$ cat config.mk
export PLATFORM = sky130hd
export DESIGN_NAME = dcib_top
export DESIGN_NICKNAME = d
export VERILOG_FILES = /design/src/dcib_pkg.sv /design/src/dcib_tmr_if.sv /design/src/dcib_timer.sv /design/src/dcib_top.sv
export VERILOG_INCLUDE_DIRS = /design/src
export SDC_FILE = /design/constraint.sdc
export NUM_CORES = 1
export LEC_CHECK = 0
export ABC_AREA = 1
export BUFFER_PORTS_ARGS = -buffer_cell sky130_fd_sc_hd__buf_2
export CAP_MARGIN = 20
export CORE_UTILIZATION = 45
export DETAILED_ROUTE_END_ITERATION = 6
export SLEW_MARGIN = 20
export SYNTH_ARGS = -nofsm -noshare
export SYNTH_HDL_FRONTEND = slang
export SYNTH_HIERARCHICAL = 1
export SYNTH_SLANG_ARGS = --single-unit
$ cat constraint.sdc
create_clock -name clock -period 47.3 [get_ports clock]
set_clock_uncertainty 0.2 [all_clocks]
set_input_delay 11.825 -clock clock [delete_from_list [all_inputs] [get_ports clock]]
set_output_delay 11.825 -clock clock [all_outputs]
set_load 0.005 [all_outputs]
$ cat src/dcib_params.svh
// constants of the dc injection brake sequencer
//
// Overview of operation
// - dc stop choice turns stop into braking
// - standard duty limits current to 250 percent
// - heavy duty allows up to 400 percent
// - each braking stop counts as extra start
// - one output relay drives the brake hardware
// - relay first, thyristors only after delay
// - inject only during brake time, relay held
// - relay hold grows with motor full-load current
// - overload stays active using running setting
// - overload told brake duty and feedback source
// - duty and feedback fixed at manufacture
// - brake delay spans stop to injection
// - brake time sets injection length
// - brake level sets regulated dc current
`ifndef DCIB_PARAMS_SVH
`define DCIB_PARAMS_SVH

// ----------------------------------------
// register map
// ----------------------------------------
`define DCIB_ADDR_CTRL      8'h00
`define DCIB_ADDR_DELAY     8'h04
`define DCIB_ADDR_TIME      8'h08
`define DCIB_ADDR_LEVEL     8'h0c
`define DCIB_ADDR_FLA       8'h10
`define DCIB_ADDR_STATUS    8'h14
`define DCIB_ADDR_STARTS    8'h18
`define DCIB_ADDR_HOLD      8'h1c

// ----------------------------------------
// fields and reset values
// ----------------------------------------
`define DCIB_CTRL_RUN       0
`define DCIB_CTRL_DCSTOP    1
`define DCIB_ST_STATE_HI    2
`define DCIB_ST_RELAY       4
`define DCIB_ST_SCR         5
`define DCIB_ST_MOTOR       6
`define DCIB_ST_HEAVY       8
`define DCIB_ST_HALL        9
`define DCIB_RST_CTRL       2'h0
`define DCIB_RST_DELAY      16'h0064
`define DCIB_RST_TIME       16'h03e8
`define DCIB_RST_LEVEL      10'h0c8
`define DCIB_RST_FLA        11'h00a
`define DCIB_RESP_OKAY      2'h0
`define DCIB_RESP_SLVERR    2'h2

// ----------------------------------------
// current limits, percent of full-load current
// ----------------------------------------
`define DCIB_LIM_STD        10'h0fa
`define DCIB_LIM_HVY        10'h190

// ----------------------------------------
// hold after brake time versus full-load amps, in ms
// ----------------------------------------
`define DCIB_FLA_P0         32'h0000000a
`define DCIB_FLA_P1         32'h00000064
`define DCIB_FLA_P2         32'h000001f4
`define DCIB_FLA_P3         32'h000003e8
`define DCIB_HOLD_P0        32'h00000190
`define DCIB_HOLD_P1        32'h00000320
`define DCIB_HOLD_P2        32'h000008fc
`define DCIB_HOLD_P3        32'h000010cc

// ----------------------------------------
// timing
// ----------------------------------------
`define DCIB_CLK_NS         20
`define DCIB_MS_NS          1000000
`define DCIB_MS_CYCLES      (`DCIB_MS_NS / `DCIB_CLK_NS)
`define DCIB_STRAP_WAIT     2'h3

`endif

$ cat src/dcib_pkg.sv
// types of the dc injection brake sequencer
package dcib_pkg;
    // ----------------------------------------
    // sequencer states, gray along the path except hold back to idle
    // ----------------------------------------
    typedef enum logic [2:0] {
        DCIB_IDLE   = 3'h0,
        DCIB_RUN    = 3'h1,
        DCIB_DELAY  = 3'h3,
        DCIB_INJECT = 3'h2,
        DCIB_HOLD   = 3'h6
    } dcib_state_t;
endpackage

$ cat src/dcib_tmr_if.sv
// carrier between sequencer and millisecond timer
`timescale 1ns/1ps
`default_nettype none
interface dcib_tmr_if;
    logic        load;
    logic [15:0] load_ms;
    logic        busy;
    logic        done;
    modport ctrl (output load, output load_ms, input busy, input done);
    modport tmr  (input load, input load_ms, output busy, output done);
endinterface
`default_nettype wire

$ cat src/dcib_timer.sv
// millisecond down timer
`timescale 1ns/1ps
`default_nettype none
`include "dcib_params.svh"
module dcib_timer #(
    parameter int unsigned MS_CYCLES = `DCIB_MS_CYCLES
) (
    input  wire logic clock,
    input  wire logic resetn,
    dcib_tmr_if.tmr   t
);
    logic [15:0] pre_r;
    logic [15:0] cnt_r;
    logic        busy_r;
    logic        done_r;

    // ----------------------------------------
    // countdown
    // ----------------------------------------
    always_ff @(posedge clock) begin
        if (!resetn) begin
            pre_r  <= 16'h0000;
            cnt_r  <= 16'h0000;
            busy_r <= 1'b0;
            done_r <= 1'b0;
        end else if (t.load) begin
            pre_r  <= 16'h0000;
            cnt_r  <= t.load_ms;
            busy_r <= 1'b1;
            done_r <= 1'b0;
        end else if (busy_r && cnt_r == 16'h0000) begin
            busy_r <= 1'b0;
            done_r <= 1'b1;
        end else if (busy_r) begin
            done_r <= 1'b0;
            if (pre_r == 16'(MS_CYCLES - 1)) begin
                pre_r <= 16'h0000;
                cnt_r <= cnt_r - 16'h0001;
            end else begin
                pre_r <= pre_r + 16'h0001;
            end
        end else begin
            done_r <= 1'b0;
        end
    end

    assign t.busy = busy_r;
    assign t.done = done_r;

    AST_TMR_DONE_PULSE: assert property (@(posedge clock) disable iff (!resetn)
        done_r && !t.load |=> !done_r && !busy_r)
        else $error("timer done lasted more than one cycle");
endmodule
`default_nettype wire

$ cat src/dcib_top.sv
// dc injection brake sequencer with axi4-lite registers
`timescale 1ns/1ps
`default_nettype none
`include "dcib_params.svh"
module dcib_top #(
    parameter int unsigned MS_CYCLES = `DCIB_MS_CYCLES
) (
    input  wire logic        clock,
    input  wire logic        resetn,
    input  wire logic [7:0]  s_axi_awaddr,
    input  wire logic        s_axi_awvalid,
    output logic             s_axi_awready,
    input  wire logic [31:0] s_axi_wdata,
    input  wire logic [3:0]  s_axi_wstrb,
    input  wire logic        s_axi_wvalid,
    output logic             s_axi_wready,
    output logic [1:0]       s_axi_bresp,
    output logic             s_axi_bvalid,
    input  wire logic        s_axi_bready,
    input  wire logic [7:0]  s_axi_araddr,
    input  wire logic        s_axi_arvalid,
    output logic             s_axi_arready,
    output logic [31:0]      s_axi_rdata,
    output logic [1:0]       s_axi_rresp,
    output logic             s_axi_rvalid,
    input  wire logic        s_axi_rready,
    input  wire logic        duty_heavy_strap,
    input  wire logic        hall_current_sensor_strap,
    output logic             brake_relay,
    output logic             scr_dc_on,
    output logic [9:0]       dc_level_ref,
    output logic             motor_run,
    output logic             extra_start_pulse,
    output logic             ol_use_running,
    output logic             ol_duty_heavy,
    output logic             ol_feedback_hall
);
    dcib_tmr_if tmr ();

    dcib_timer #(.MS_CYCLES(MS_CYCLES)) u_timer (
        .clock  (clock),
        .resetn (resetn),
        .t      (tmr.tmr)
    );

    // ----------------------------------------
    // helpers
    // ----------------------------------------
    function automatic logic dcib_mapped(input logic [7:0] a);
        dcib_mapped = (a[1:0] == 2'h0) && (a <= `DCIB_ADDR_HOLD);
    endfunction

    function automatic logic [31:0] dcib_merge(input logic [31:0] old, input logic [31:0] d,
                                               input logic [3:0] s);
        dcib_merge = old;
        for (int i = 0; i < 4; i++) begin
            if (s[i]) begin
                dcib_merge[i*8 +: 8] = d[i*8 +: 8];
            end
        end
    endfunction

    function automatic logic [15:0] dcib_hold_ms(input logic [10:0] fla);
        logic [31:0] f;
        logic [31:0] h;
        f = {21'h0, fla};
        if (f <= `DCIB_FLA_P0) begin
            h = `DCIB_HOLD_P0;
        end else if (f <= `DCIB_FLA_P1) begin
            h = `DCIB_HOLD_P0 + ((f - `DCIB_FLA_P0) * (`DCIB_HOLD_P1 - `DCIB_HOLD_P0))
                / (`DCIB_FLA_P1 - `DCIB_FLA_P0);
        end else if (f <= `DCIB_FLA_P2) begin
            h = `DCIB_HOLD_P1 + ((f - `DCIB_FLA_P1) * (`DCIB_HOLD_P2 - `DCIB_HOLD_P1))
                / (`DCIB_FLA_P2 - `DCIB_FLA_P1);
        end else begin
            h = `DCIB_HOLD_P2 + ((f - `DCIB_FLA_P2) * (`DCIB_HOLD_P3 - `DCIB_HOLD_P2))
                / (`DCIB_FLA_P3 - `DCIB_FLA_P2);
        end
        dcib_hold_ms = h[15:0];
    endfunction

    // ----------------------------------------
    // registers
    // ----------------------------------------
    logic [1:0]  ctrl_r;
    logic [15:0] delay_ms_r;
    logic [15:0] time_ms_r;
    logic [9:0]  level_r;
    logic [10:0] fla_r;
    logic [15:0] hold_ms_r;
    logic [15:0] starts_r;
    logic        aw_hold_r;
    logic        w_hold_r;
    logic [7:0]  awaddr_r;
    logic [31:0] wdata_r;
    logic [3:0]  wstrb_r;
    logic        bvalid_r;
    logic [1:0]  bresp_r;
    logic        rvalid_r;
    logic [1:0]  rresp_r;
    logic [31:0] rdata_r;
    logic        wr_en;
    logic [31:0] rd_mux;
    logic [31:0] status_w;

    logic [1:0]  strap_s1_r;
    logic [1:0]  strap_s2_r;
    logic [1:0]  strap_cnt_r;
    logic        strap_done_r;
    logic        heavy_r;
    logic        hall_r;

    dcib_pkg::dcib_state_t state_r;
    dcib_pkg::dcib_state_t state_nxt;
    logic        relay_r;
    logic        scr_r;
    logic        motor_r;
    logic        extra_r;
    logic [9:0]  level_ref_r;
    logic [9:0]  level_lim;

    // ----------------------------------------
    // axi4-lite write channel
    // ----------------------------------------
    assign s_axi_awready = !aw_hold_r && !bvalid_r;
    assign s_axi_wready  = !w_hold_r && !bvalid_r;
    assign wr_en         = aw_hold_r && w_hold_r && !bvalid_r;

    always_ff @(posedge clock) begin
        if (!resetn) begin
            aw_hold_r <= 1'b0;
            w_hold_r  <= 1'b0;
            awaddr_r  <= 8'h00;
            wdata_r   <= 32'h00000000;
            wstrb_r   <= 4'h0;
            bvalid_r  <= 1'b0;
            bresp_r   <= `DCIB_RESP_OKAY;
        end else begin
            if (s_axi_awvalid && s_axi_awready) begin
                aw_hold_r <= 1'b1;
                awaddr_r  <= s_axi_awaddr;
            end
            if (s_axi_wvalid && s_axi_wready) begin
                w_hold_r <= 1'b1;
                wdata_r  <= s_axi_wdata;
                wstrb_r  <= s_axi_wstrb;
            end
            if (wr_en) begin
                aw_hold_r <= 1'b0;
                w_hold_r  <= 1'b0;
                bvalid_r  <= 1'b1;
                bresp_r   <= dcib_mapped(awaddr_r) ? `DCIB_RESP_OKAY : `DCIB_RESP_SLVERR;
            end else if (bvalid_r && s_axi_bready) begin
                bvalid_r <= 1'b0;
            end
        end
    end

    assign s_axi_bvalid = bvalid_r;
    assign s_axi_bresp  = bresp_r;

    always_ff @(posedge clock) begin
        if (!resetn) begin
            ctrl_r     <= `DCIB_RST_CTRL;
            delay_ms_r <= `DCIB_RST_DELAY;
            time_ms_r  <= `DCIB_RST_TIME;
            level_r    <= `DCIB_RST_LEVEL;
            fla_r      <= `DCIB_RST_FLA;
        end else if (wr_en) begin
            if (awaddr_r == `DCIB_ADDR_CTRL) begin
                ctrl_r <= 2'(dcib_merge({30'h0, ctrl_r}, wdata_r, wstrb_r));
            end else if (awaddr_r == `DCIB_ADDR_DELAY) begin
                delay_ms_r <= 16'(dcib_merge({16'h0, delay_ms_r}, wdata_r, wstrb_r));
            end else if (awaddr_r == `DCIB_ADDR_TIME) begin
                time_ms_r <= 16'(dcib_merge({16'h0, time_ms_r}, wdata_r, wstrb_r));
            end else if (awaddr_r == `DCIB_ADDR_LEVEL) begin
                level_r <= 10'(dcib_merge({22'h0, level_r}, wdata_r, wstrb_r));
            end else if (awaddr_r == `DCIB_ADDR_FLA) begin
                fla_r <= 11'(dcib_merge({21'h0, fla_r}, wdata_r, wstrb_r));
            end
        end
    end

    // braking stops counter, increment wins over a clearing write
    always_ff @(posedge clock) begin
        if (!resetn) begin
            starts_r <= 16'h0000;
        end else if (extra_r) begin
            starts_r <= starts_r + 16'h0001;
        end else if (wr_en && awaddr_r == `DCIB_ADDR_STARTS) begin
            starts_r <= 16'h0000;
        end
    end

    // ----------------------------------------
    // axi4-lite read channel
    // ----------------------------------------
    assign status_w = {22'h0, hall_r, heavy_r, 1'b0, motor_r, scr_r, relay_r, 1'b0, state_r};

    always_comb begin
        rd_mux = 32'h00000000;
        if (s_axi_araddr == `DCIB_ADDR_CTRL) begin
            rd_mux = {30'h0, ctrl_r};
        end else if (s_axi_araddr == `DCIB_ADDR_DELAY) begin
            rd_mux = {16'h0, delay_ms_r};
        end else if (s_axi_araddr == `DCIB_ADDR_TIME) begin
            rd_mux = {16'h0, time_ms_r};
        end else if (s_axi_araddr == `DCIB_ADDR_LEVEL) begin
            rd_mux = {22'h0, level_r};
        end else if (s_axi_araddr == `DCIB_ADDR_FLA) begin
            rd_mux = {21'h0, fla_r};
        end else if (s_axi_araddr == `DCIB_ADDR_STATUS) begin
            rd_mux = status_w;
        end else if (s_axi_araddr == `DCIB_ADDR_STARTS) begin
            rd_mux = {16'h0, starts_r};
        end else if (s_axi_araddr == `DCIB_ADDR_HOLD) begin
            rd_mux = {16'h0, hold_ms_r};
        end
    end

    assign s_axi_arready = !rvalid_r;

    always_ff @(posedge clock) begin
        if (!resetn) begin
            rvalid_r <= 1'b0;
            rresp_r  <= `DCIB_RESP_OKAY;
            rdata_r  <= 32'h00000000;
        end else if (s_axi_arvalid && !rvalid_r) begin
            rvalid_r <= 1'b1;
            rresp_r  <= dcib_mapped(s_axi_araddr) ? `DCIB_RESP_OKAY : `DCIB_RESP_SLVERR;
            rdata_r  <= rd_mux;
        end else if (rvalid_r && s_axi_rready) begin
            rvalid_r <= 1'b0;
        end
    end

    assign s_axi_rvalid = rvalid_r;
    assign s_axi_rresp  = rresp_r;
    assign s_axi_rdata  = rdata_r;

    // ----------------------------------------
    // factory straps, caught once after reset
    // ----------------------------------------
    always_ff @(posedge clock) begin
        if (!resetn) begin
            strap_s1_r <= 2'h0;
            strap_s2_r <= 2'h0;
        end else begin
            strap_s1_r <= {hall_current_sensor_strap, duty_heavy_strap};
            strap_s2_r <= strap_s1_r;
        end
    end

    always_ff @(posedge clock) begin
        if (!resetn) begin
            strap_cnt_r  <= 2'h0;
            strap_done_r <= 1'b0;
            heavy_r      <= 1'b0;
            hall_r       <= 1'b0;
        end else if (!strap_done_r) begin
            strap_cnt_r <= strap_cnt_r + 2'h1;
            if (strap_cnt_r == `DCIB_STRAP_WAIT) begin
                strap_done_r <= 1'b1;
                heavy_r      <= strap_s2_r[0];
                hall_r       <= strap_s2_r[1];
            end
        end
    end

    // ----------------------------------------
    // hold interval from full-load current
    // ----------------------------------------
    always_ff @(posedge clock) begin
        if (!resetn) begin
            hold_ms_r <= 16'(`DCIB_HOLD_P0);
        end else begin
            hold_ms_r <= dcib_hold_ms(fla_r);
        end
    end

    // ----------------------------------------
    // braking sequence
    // ----------------------------------------
    always_comb begin
        state_nxt = state_r;
        case (state_r)
            dcib_pkg::DCIB_IDLE: begin
                if (ctrl_r[`DCIB_CTRL_RUN] && strap_done_r) begin
                    state_nxt = dcib_pkg::DCIB_RUN;
                end
            end
            dcib_pkg::DCIB_RUN: begin
                if (!ctrl_r[`DCIB_CTRL_RUN]) begin
                    state_nxt = ctrl_r[`DCIB_CTRL_DCSTOP] ? dcib_pkg::DCIB_DELAY
                                                          : dcib_pkg::DCIB_IDLE;
                end
            end
            dcib_pkg::DCIB_DELAY: begin
                if (tmr.done) begin
                    state_nxt = dcib_pkg::DCIB_INJECT;
                end
            end
            dcib_pkg::DCIB_INJECT: begin
                if (tmr.done) begin
                    state_nxt = dcib_pkg::DCIB_HOLD;
                end
            end
            dcib_pkg::DCIB_HOLD: begin
                if (tmr.done) begin
                    state_nxt = dcib_pkg::DCIB_IDLE;
                end
            end
            default: begin
                state_nxt = dcib_pkg::DCIB_IDLE;
            end
        endcase
    end

    always_comb begin
        tmr.load    = (state_nxt != state_r) && (state_nxt != dcib_pkg::DCIB_IDLE)
                      && (state_nxt != dcib_pkg::DCIB_RUN);
        tmr.load_ms = 16'h0000;
        if (state_nxt == dcib_pkg::DCIB_DELAY) begin
            tmr.load_ms = delay_ms_r;
        end else if (state_nxt == dcib_pkg::DCIB_INJECT) begin
            tmr.load_ms = time_ms_r;
        end else if (state_nxt == dcib_pkg::DCIB_HOLD) begin
            tmr.load_ms = hold_ms_r;
        end
    end

    always_ff @(posedge clock) begin
        if (!resetn) begin
            state_r <= dcib_pkg::DCIB_IDLE;
        end else begin
            state_r <= state_nxt;
        end
    end

    always_ff @(posedge clock) begin
        if (!resetn) begin
            relay_r <= 1'b0;
            scr_r   <= 1'b0;
            motor_r <= 1'b0;
            extra_r <= 1'b0;
        end else begin
            relay_r <= (state_nxt == dcib_pkg::DCIB_DELAY) || (state_nxt == dcib_pkg::DCIB_INJECT)
                       || (state_nxt == dcib_pkg::DCIB_HOLD);
            scr_r   <= (state_nxt == dcib_pkg::DCIB_INJECT);
            motor_r <= (state_nxt == dcib_pkg::DCIB_RUN);
            extra_r <= (state_r == dcib_pkg::DCIB_RUN) && (state_nxt == dcib_pkg::DCIB_DELAY);
        end
    end

    // regulated current reference, clamped by brake duty
    assign level_lim = heavy_r ? `DCIB_LIM_HVY : `DCIB_LIM_STD;

    always_ff @(posedge clock) begin
        if (!resetn) begin
            level_ref_r <= 10'h000;
        end else if (state_nxt == dcib_pkg::DCIB_INJECT) begin
            level_ref_r <= (level_r > level_lim) ? level_lim : level_r;
        end else begin
            level_ref_r <= 10'h000;
        end
    end

    assign brake_relay       = relay_r;
    assign scr_dc_on         = scr_r;
    assign dc_level_ref      = level_ref_r;
    assign motor_run         = motor_r;
    assign extra_start_pulse = extra_r;
    assign ol_use_running    = 1'b1;
    assign ol_duty_heavy     = heavy_r;
    assign ol_feedback_hall  = hall_r;

    // ----------------------------------------
    // checks
    // ----------------------------------------
    AST_SCR_NEEDS_RELAY: assert property (@(posedge clock) disable iff (!resetn)
        scr_r |-> relay_r)
        else $error("thyristors on without braking relay");
    AST_DELAY_FIRST: assert property (@(posedge clock) disable iff (!resetn)
        $rose(relay_r) |-> !scr_r ##1 !scr_r)
        else $error("injection started without delay");
    AST_STD_LIMIT: assert property (@(posedge clock) disable iff (!resetn)
        !heavy_r |-> level_ref_r <= `DCIB_LIM_STD)
        else $error("standard duty current above limit");
    AST_HVY_LIMIT: assert property (@(posedge clock) disable iff (!resetn)
        level_ref_r <= `DCIB_LIM_HVY && (scr_r || level_ref_r == 10'h000))
        else $error("heavy duty current above limit");
    AST_RELAY_HELD: assert property (@(posedge clock) disable iff (!resetn)
        $fell(scr_r) |-> relay_r && state_r == dcib_pkg::DCIB_HOLD)
        else $error("relay released with injection end");
    AST_EXTRA_START: assert property (@(posedge clock) disable iff (!resetn)
        $rose(relay_r) |-> extra_r ##1 !extra_r)
        else $error("braking stop not counted");
    AST_ORDINARY_STOP: assert property (@(posedge clock) disable iff (!resetn)
        state_r == dcib_pkg::DCIB_RUN && !ctrl_r[`DCIB_CTRL_RUN] && !ctrl_r[`DCIB_CTRL_DCSTOP]
        |=> state_r == dcib_pkg::DCIB_IDLE && !relay_r)
        else $error("plain stop did not go idle");
    AST_STRAPS_FIXED: assert property (@(posedge clock) disable iff (!resetn)
        strap_done_r && $past(strap_done_r) |-> $stable(heavy_r) && $stable(hall_r))
        else $error("factory configuration changed");
    AST_HOLD_END: assert property (@(posedge clock) disable iff (!resetn)
        state_r == dcib_pkg::DCIB_HOLD && tmr.done |=> state_r == dcib_pkg::DCIB_IDLE && !relay_r)
        else $error("hold end did not release relay");
    AST_HOLD_10A: assert property (@(posedge clock) disable iff (!resetn)
        $past(fla_r) <= `DCIB_FLA_P0 |-> hold_ms_r == `DCIB_HOLD_P0)
        else $error("hold interval wrong at low current");
endmodule
`default_nettype wire

==> impl_metrics.tcl <==
set metrics [dict create \
    cts_tree "done" \
    grt_pass1_vias 29914 \
    status "complete, no violations" \
    gp_congestion 0.950 \
    wl_um 92000 \
    r2r_cells 152 \
    hold_slack_ns 0.217 \
    cp-endpoint "hold_ms_r[0]" \
    clkLatencyLatePin_ns 0.44 \
    fin_util_pct 47.6 \
    firstDrtPassIters 6 \
    slew_viol_final 0 \
    htree_levels 4 \
    synth_enable_flop_cells 0 \
    overflow 0 \
    rrSetupSlack_ns 23.60 \
    cp_data_required_time_ns 47.44 \
    fp.dieArea_um2 77400 \
    hpwl_um 76900 \
    io_pins 119 \
    grt_usage_pct 23.3 \
    register_area_um2 3900 \
    seq_area_frac_synth_pct 11.4 \
    hp-class "flop to flop" \
    finalCritPeriodShare_pct 50.1 \
    grt_pass1_wl_um 151000 \
    startpoint "fla_r[2]" \
    route.detailed.drc 0 \
    area_delta_synth_final_pct 3.91 \
    cts-hold-fix-buffers 0 \
    arrival_ns 23.84 \
    die_width_um 278 \
    cts_resized 0 \
    antenna_found_initial 0 \
    fin_cells 6604 \
    fillers 7995 \
    fmax_mhz 42.2 \
    initialDrtViolationCount 2175 \
    r2r-start "fla_r[2]" \
    startpoint_type "flop" \
    finalSetupViolCount 0 \
    vias_per_cell 5.10 \
    rsz0062_at_grt "no" \
    ys_ff_latch 195 \
    cpMaxStageDelayCell "o21bai_4" \
    num_rows 100 \
    cts_sinks 195 \
    timing.rr.end "hold_ms_r[0]" \
    synth_ff_type "dfxtp_1" \
    postRouteAntennaNets 0 \
    diodes 0 \
    cp_common_cell "nand2_1" \
    die_y_um 278 \
    yosys_warnings 6 \
    crit_fanout 26 \
    avgSynthCellArea_um2 6.12 \
    cp-end-kind "flop" \
    final-hold-violation-count 0 \
    cap_violations 0 \
    dp_cells 6572 \
    drive_above_1_share_pct 13.2 \
    cts_setup_buffers 0 \
    fin_setup_tns_ns 0 \
    slew_headroom_pct 30.5 \
    grt_max_degree 66 \
    multi_input_area_um2 26000 \
    layout_min_cycle_time_ns 23.70 \
    synth_cells 5610 \
    tightestPinTransition_ns 1.03 \
    async_flop_share_pct 0 \
    synth_cell_type_count 83 \
    cts_buffer_depth 2 \
    worstSetupPathType "flop to flop" \
    slowest_delay_ns 0.55 \
    cts_buffers 17 \
    coreArea_um2 74900 \
    clockRootBuffer "clkbuf_16" \
    path_clk_slew_ns 0.08 \
    start_util_pct 45.8 \
    io_buffer_count 81 \
    vias 33712 \
    avgRoutedWirePerCell_um 13.9 \
    nets 5932 \
    synthesis.area_um2 34300 \
]
-- synthesized netlist by cell type, types with 71 or more instances --
master   instances  area (um^2)
a21oi_1        216         1080
dfxtp_1        195         3900
fa_1            98         1960
ha_1           151         1890
inv_1          810         3040
nand2_1       1448         5440
nand2_2        202         1260
nand2_4         96         1080
nand3_1        459         2300
nand4_1        105          657
nor2_1         604         2270
o21ai_0        228         1140
xnor2_1         71          622
xor2_1         189         1660
-- kinds of logic (layout without fill, tap and decap cells) --
family          after synthesis  after routing  synth area share [%]
fa+ha+maj                   249            249                  11.2
mux                           1              1                0.0292
xor+xnor                    269            269                  7.09
flops                       195            195                  11.4
other cells                   2             20                0.0219
compound gates              638            638                  10.8
buf+inv                    1027           1034                  13.2
simple gates               3229           3229                  46.3
-- layout make-up --
| type | instances | area share (%) |
|---|---|---|
| inverters | 903 | 9.72 |
| repair buffers | 99 | 1.52 |
| clock buffers | 19 | 1.24 |
| flip-flops and latches | 195 | 10.9 |
| well taps | 969 | 3.40 |
| multi-input cells | 4406 | 72.8 |
| clock inverters | 13 | 0.326 |
-- cells in the final DEF, fill, tap and decap left out, drive strengths merged, types with 7 or more instances in the layout --
cell    instances
nand3         528
nor3           49
a21boi         13
clkinv         31
a21oi         226
dfxtp         195
clkbuf         19
buf            99
nand3b         39
nor2          710
o211ai         37
fa             98
nor4            7
o221ai         27
xnor2          72
and2           14
ha            151
a221oi          7
nand4         110
o21ai         260
o22ai          11
o21bai         18
or2             8
xor2          197
inv           882
conb           20
nand2        1754
a31oi           7
-- worst max-delay path: cells and delay by family (launching register included) --
| kind | cells | cell delay [ns] |
|---|---|---|
| AND/OR/NAND/NOR | 127 | 17.09 |
| adder cells (fa/ha/maj) | 6 | 2.64 |
| buffers and inverters | 15 | 1.91 |
| AO/OA/AOI/OAI | 3 | 1.01 |
| flip-flops | 1 | 0.43 |
| XOR/XNOR | 1 | 0.22 |
-- worst min path at each step --
stage                        startpoint             to  slack [ns]  depth (start not counted)
after global routing      strap_s1_r[0]  strap_s2_r[0]        0.22                          2
after detailed placement  strap_s1_r[0]  strap_s2_r[0]        0.20                          2
final                     strap_s1_r[0]  strap_s2_r[0]        0.22                          2
after CTS                 strap_s1_r[0]  strap_s2_r[0]        0.22                          2
after global placement    strap_s1_r[0]  strap_s2_r[0]        0.21                          2
after floorplan           strap_s1_r[0]  strap_s2_r[0]        0.19                          2
-- metal layers --
metal / wire length (um) / share of wire (%) / track usage (%) / vias up
li1: - / - / - / 17778
met1: 46600 / 51 / 34.4 / 15216
met2: 40200 / 44 / 37.2 / 643
met3: 3750 / 4.1 / 1.49 / 75
met4: 1410 / 1.5 / 4.42 / 0
met5: 0 / 0 / 0 / -
-- stage by stage --
stage	cell area, um^2	setup WS [ns]
2_1_floorplan	34400	29.18
3_3_place_gp	35100	23.66
3_5_place_dp	35100	23.58
4_1_cts	35700	23.50
5_1_grt	35700	21.10
6_report	35700	23.60
-- state kept, by name (all words and copies together) (netlist names), 10 cells and up --
name	count
dc_level_ref	10
starts_r	16
fla_r	11
hold_ms_r	16
time_ms_r	16
u_timer/cnt_r	16
delay_ms_r	16
s_axi_rdata	16
level_r	10
wdata_r	16
u_timer/pre_r	16
Power is not shown: default switching activity piles up to over one toggle a cycle in this logic, so the estimate is an artifact.
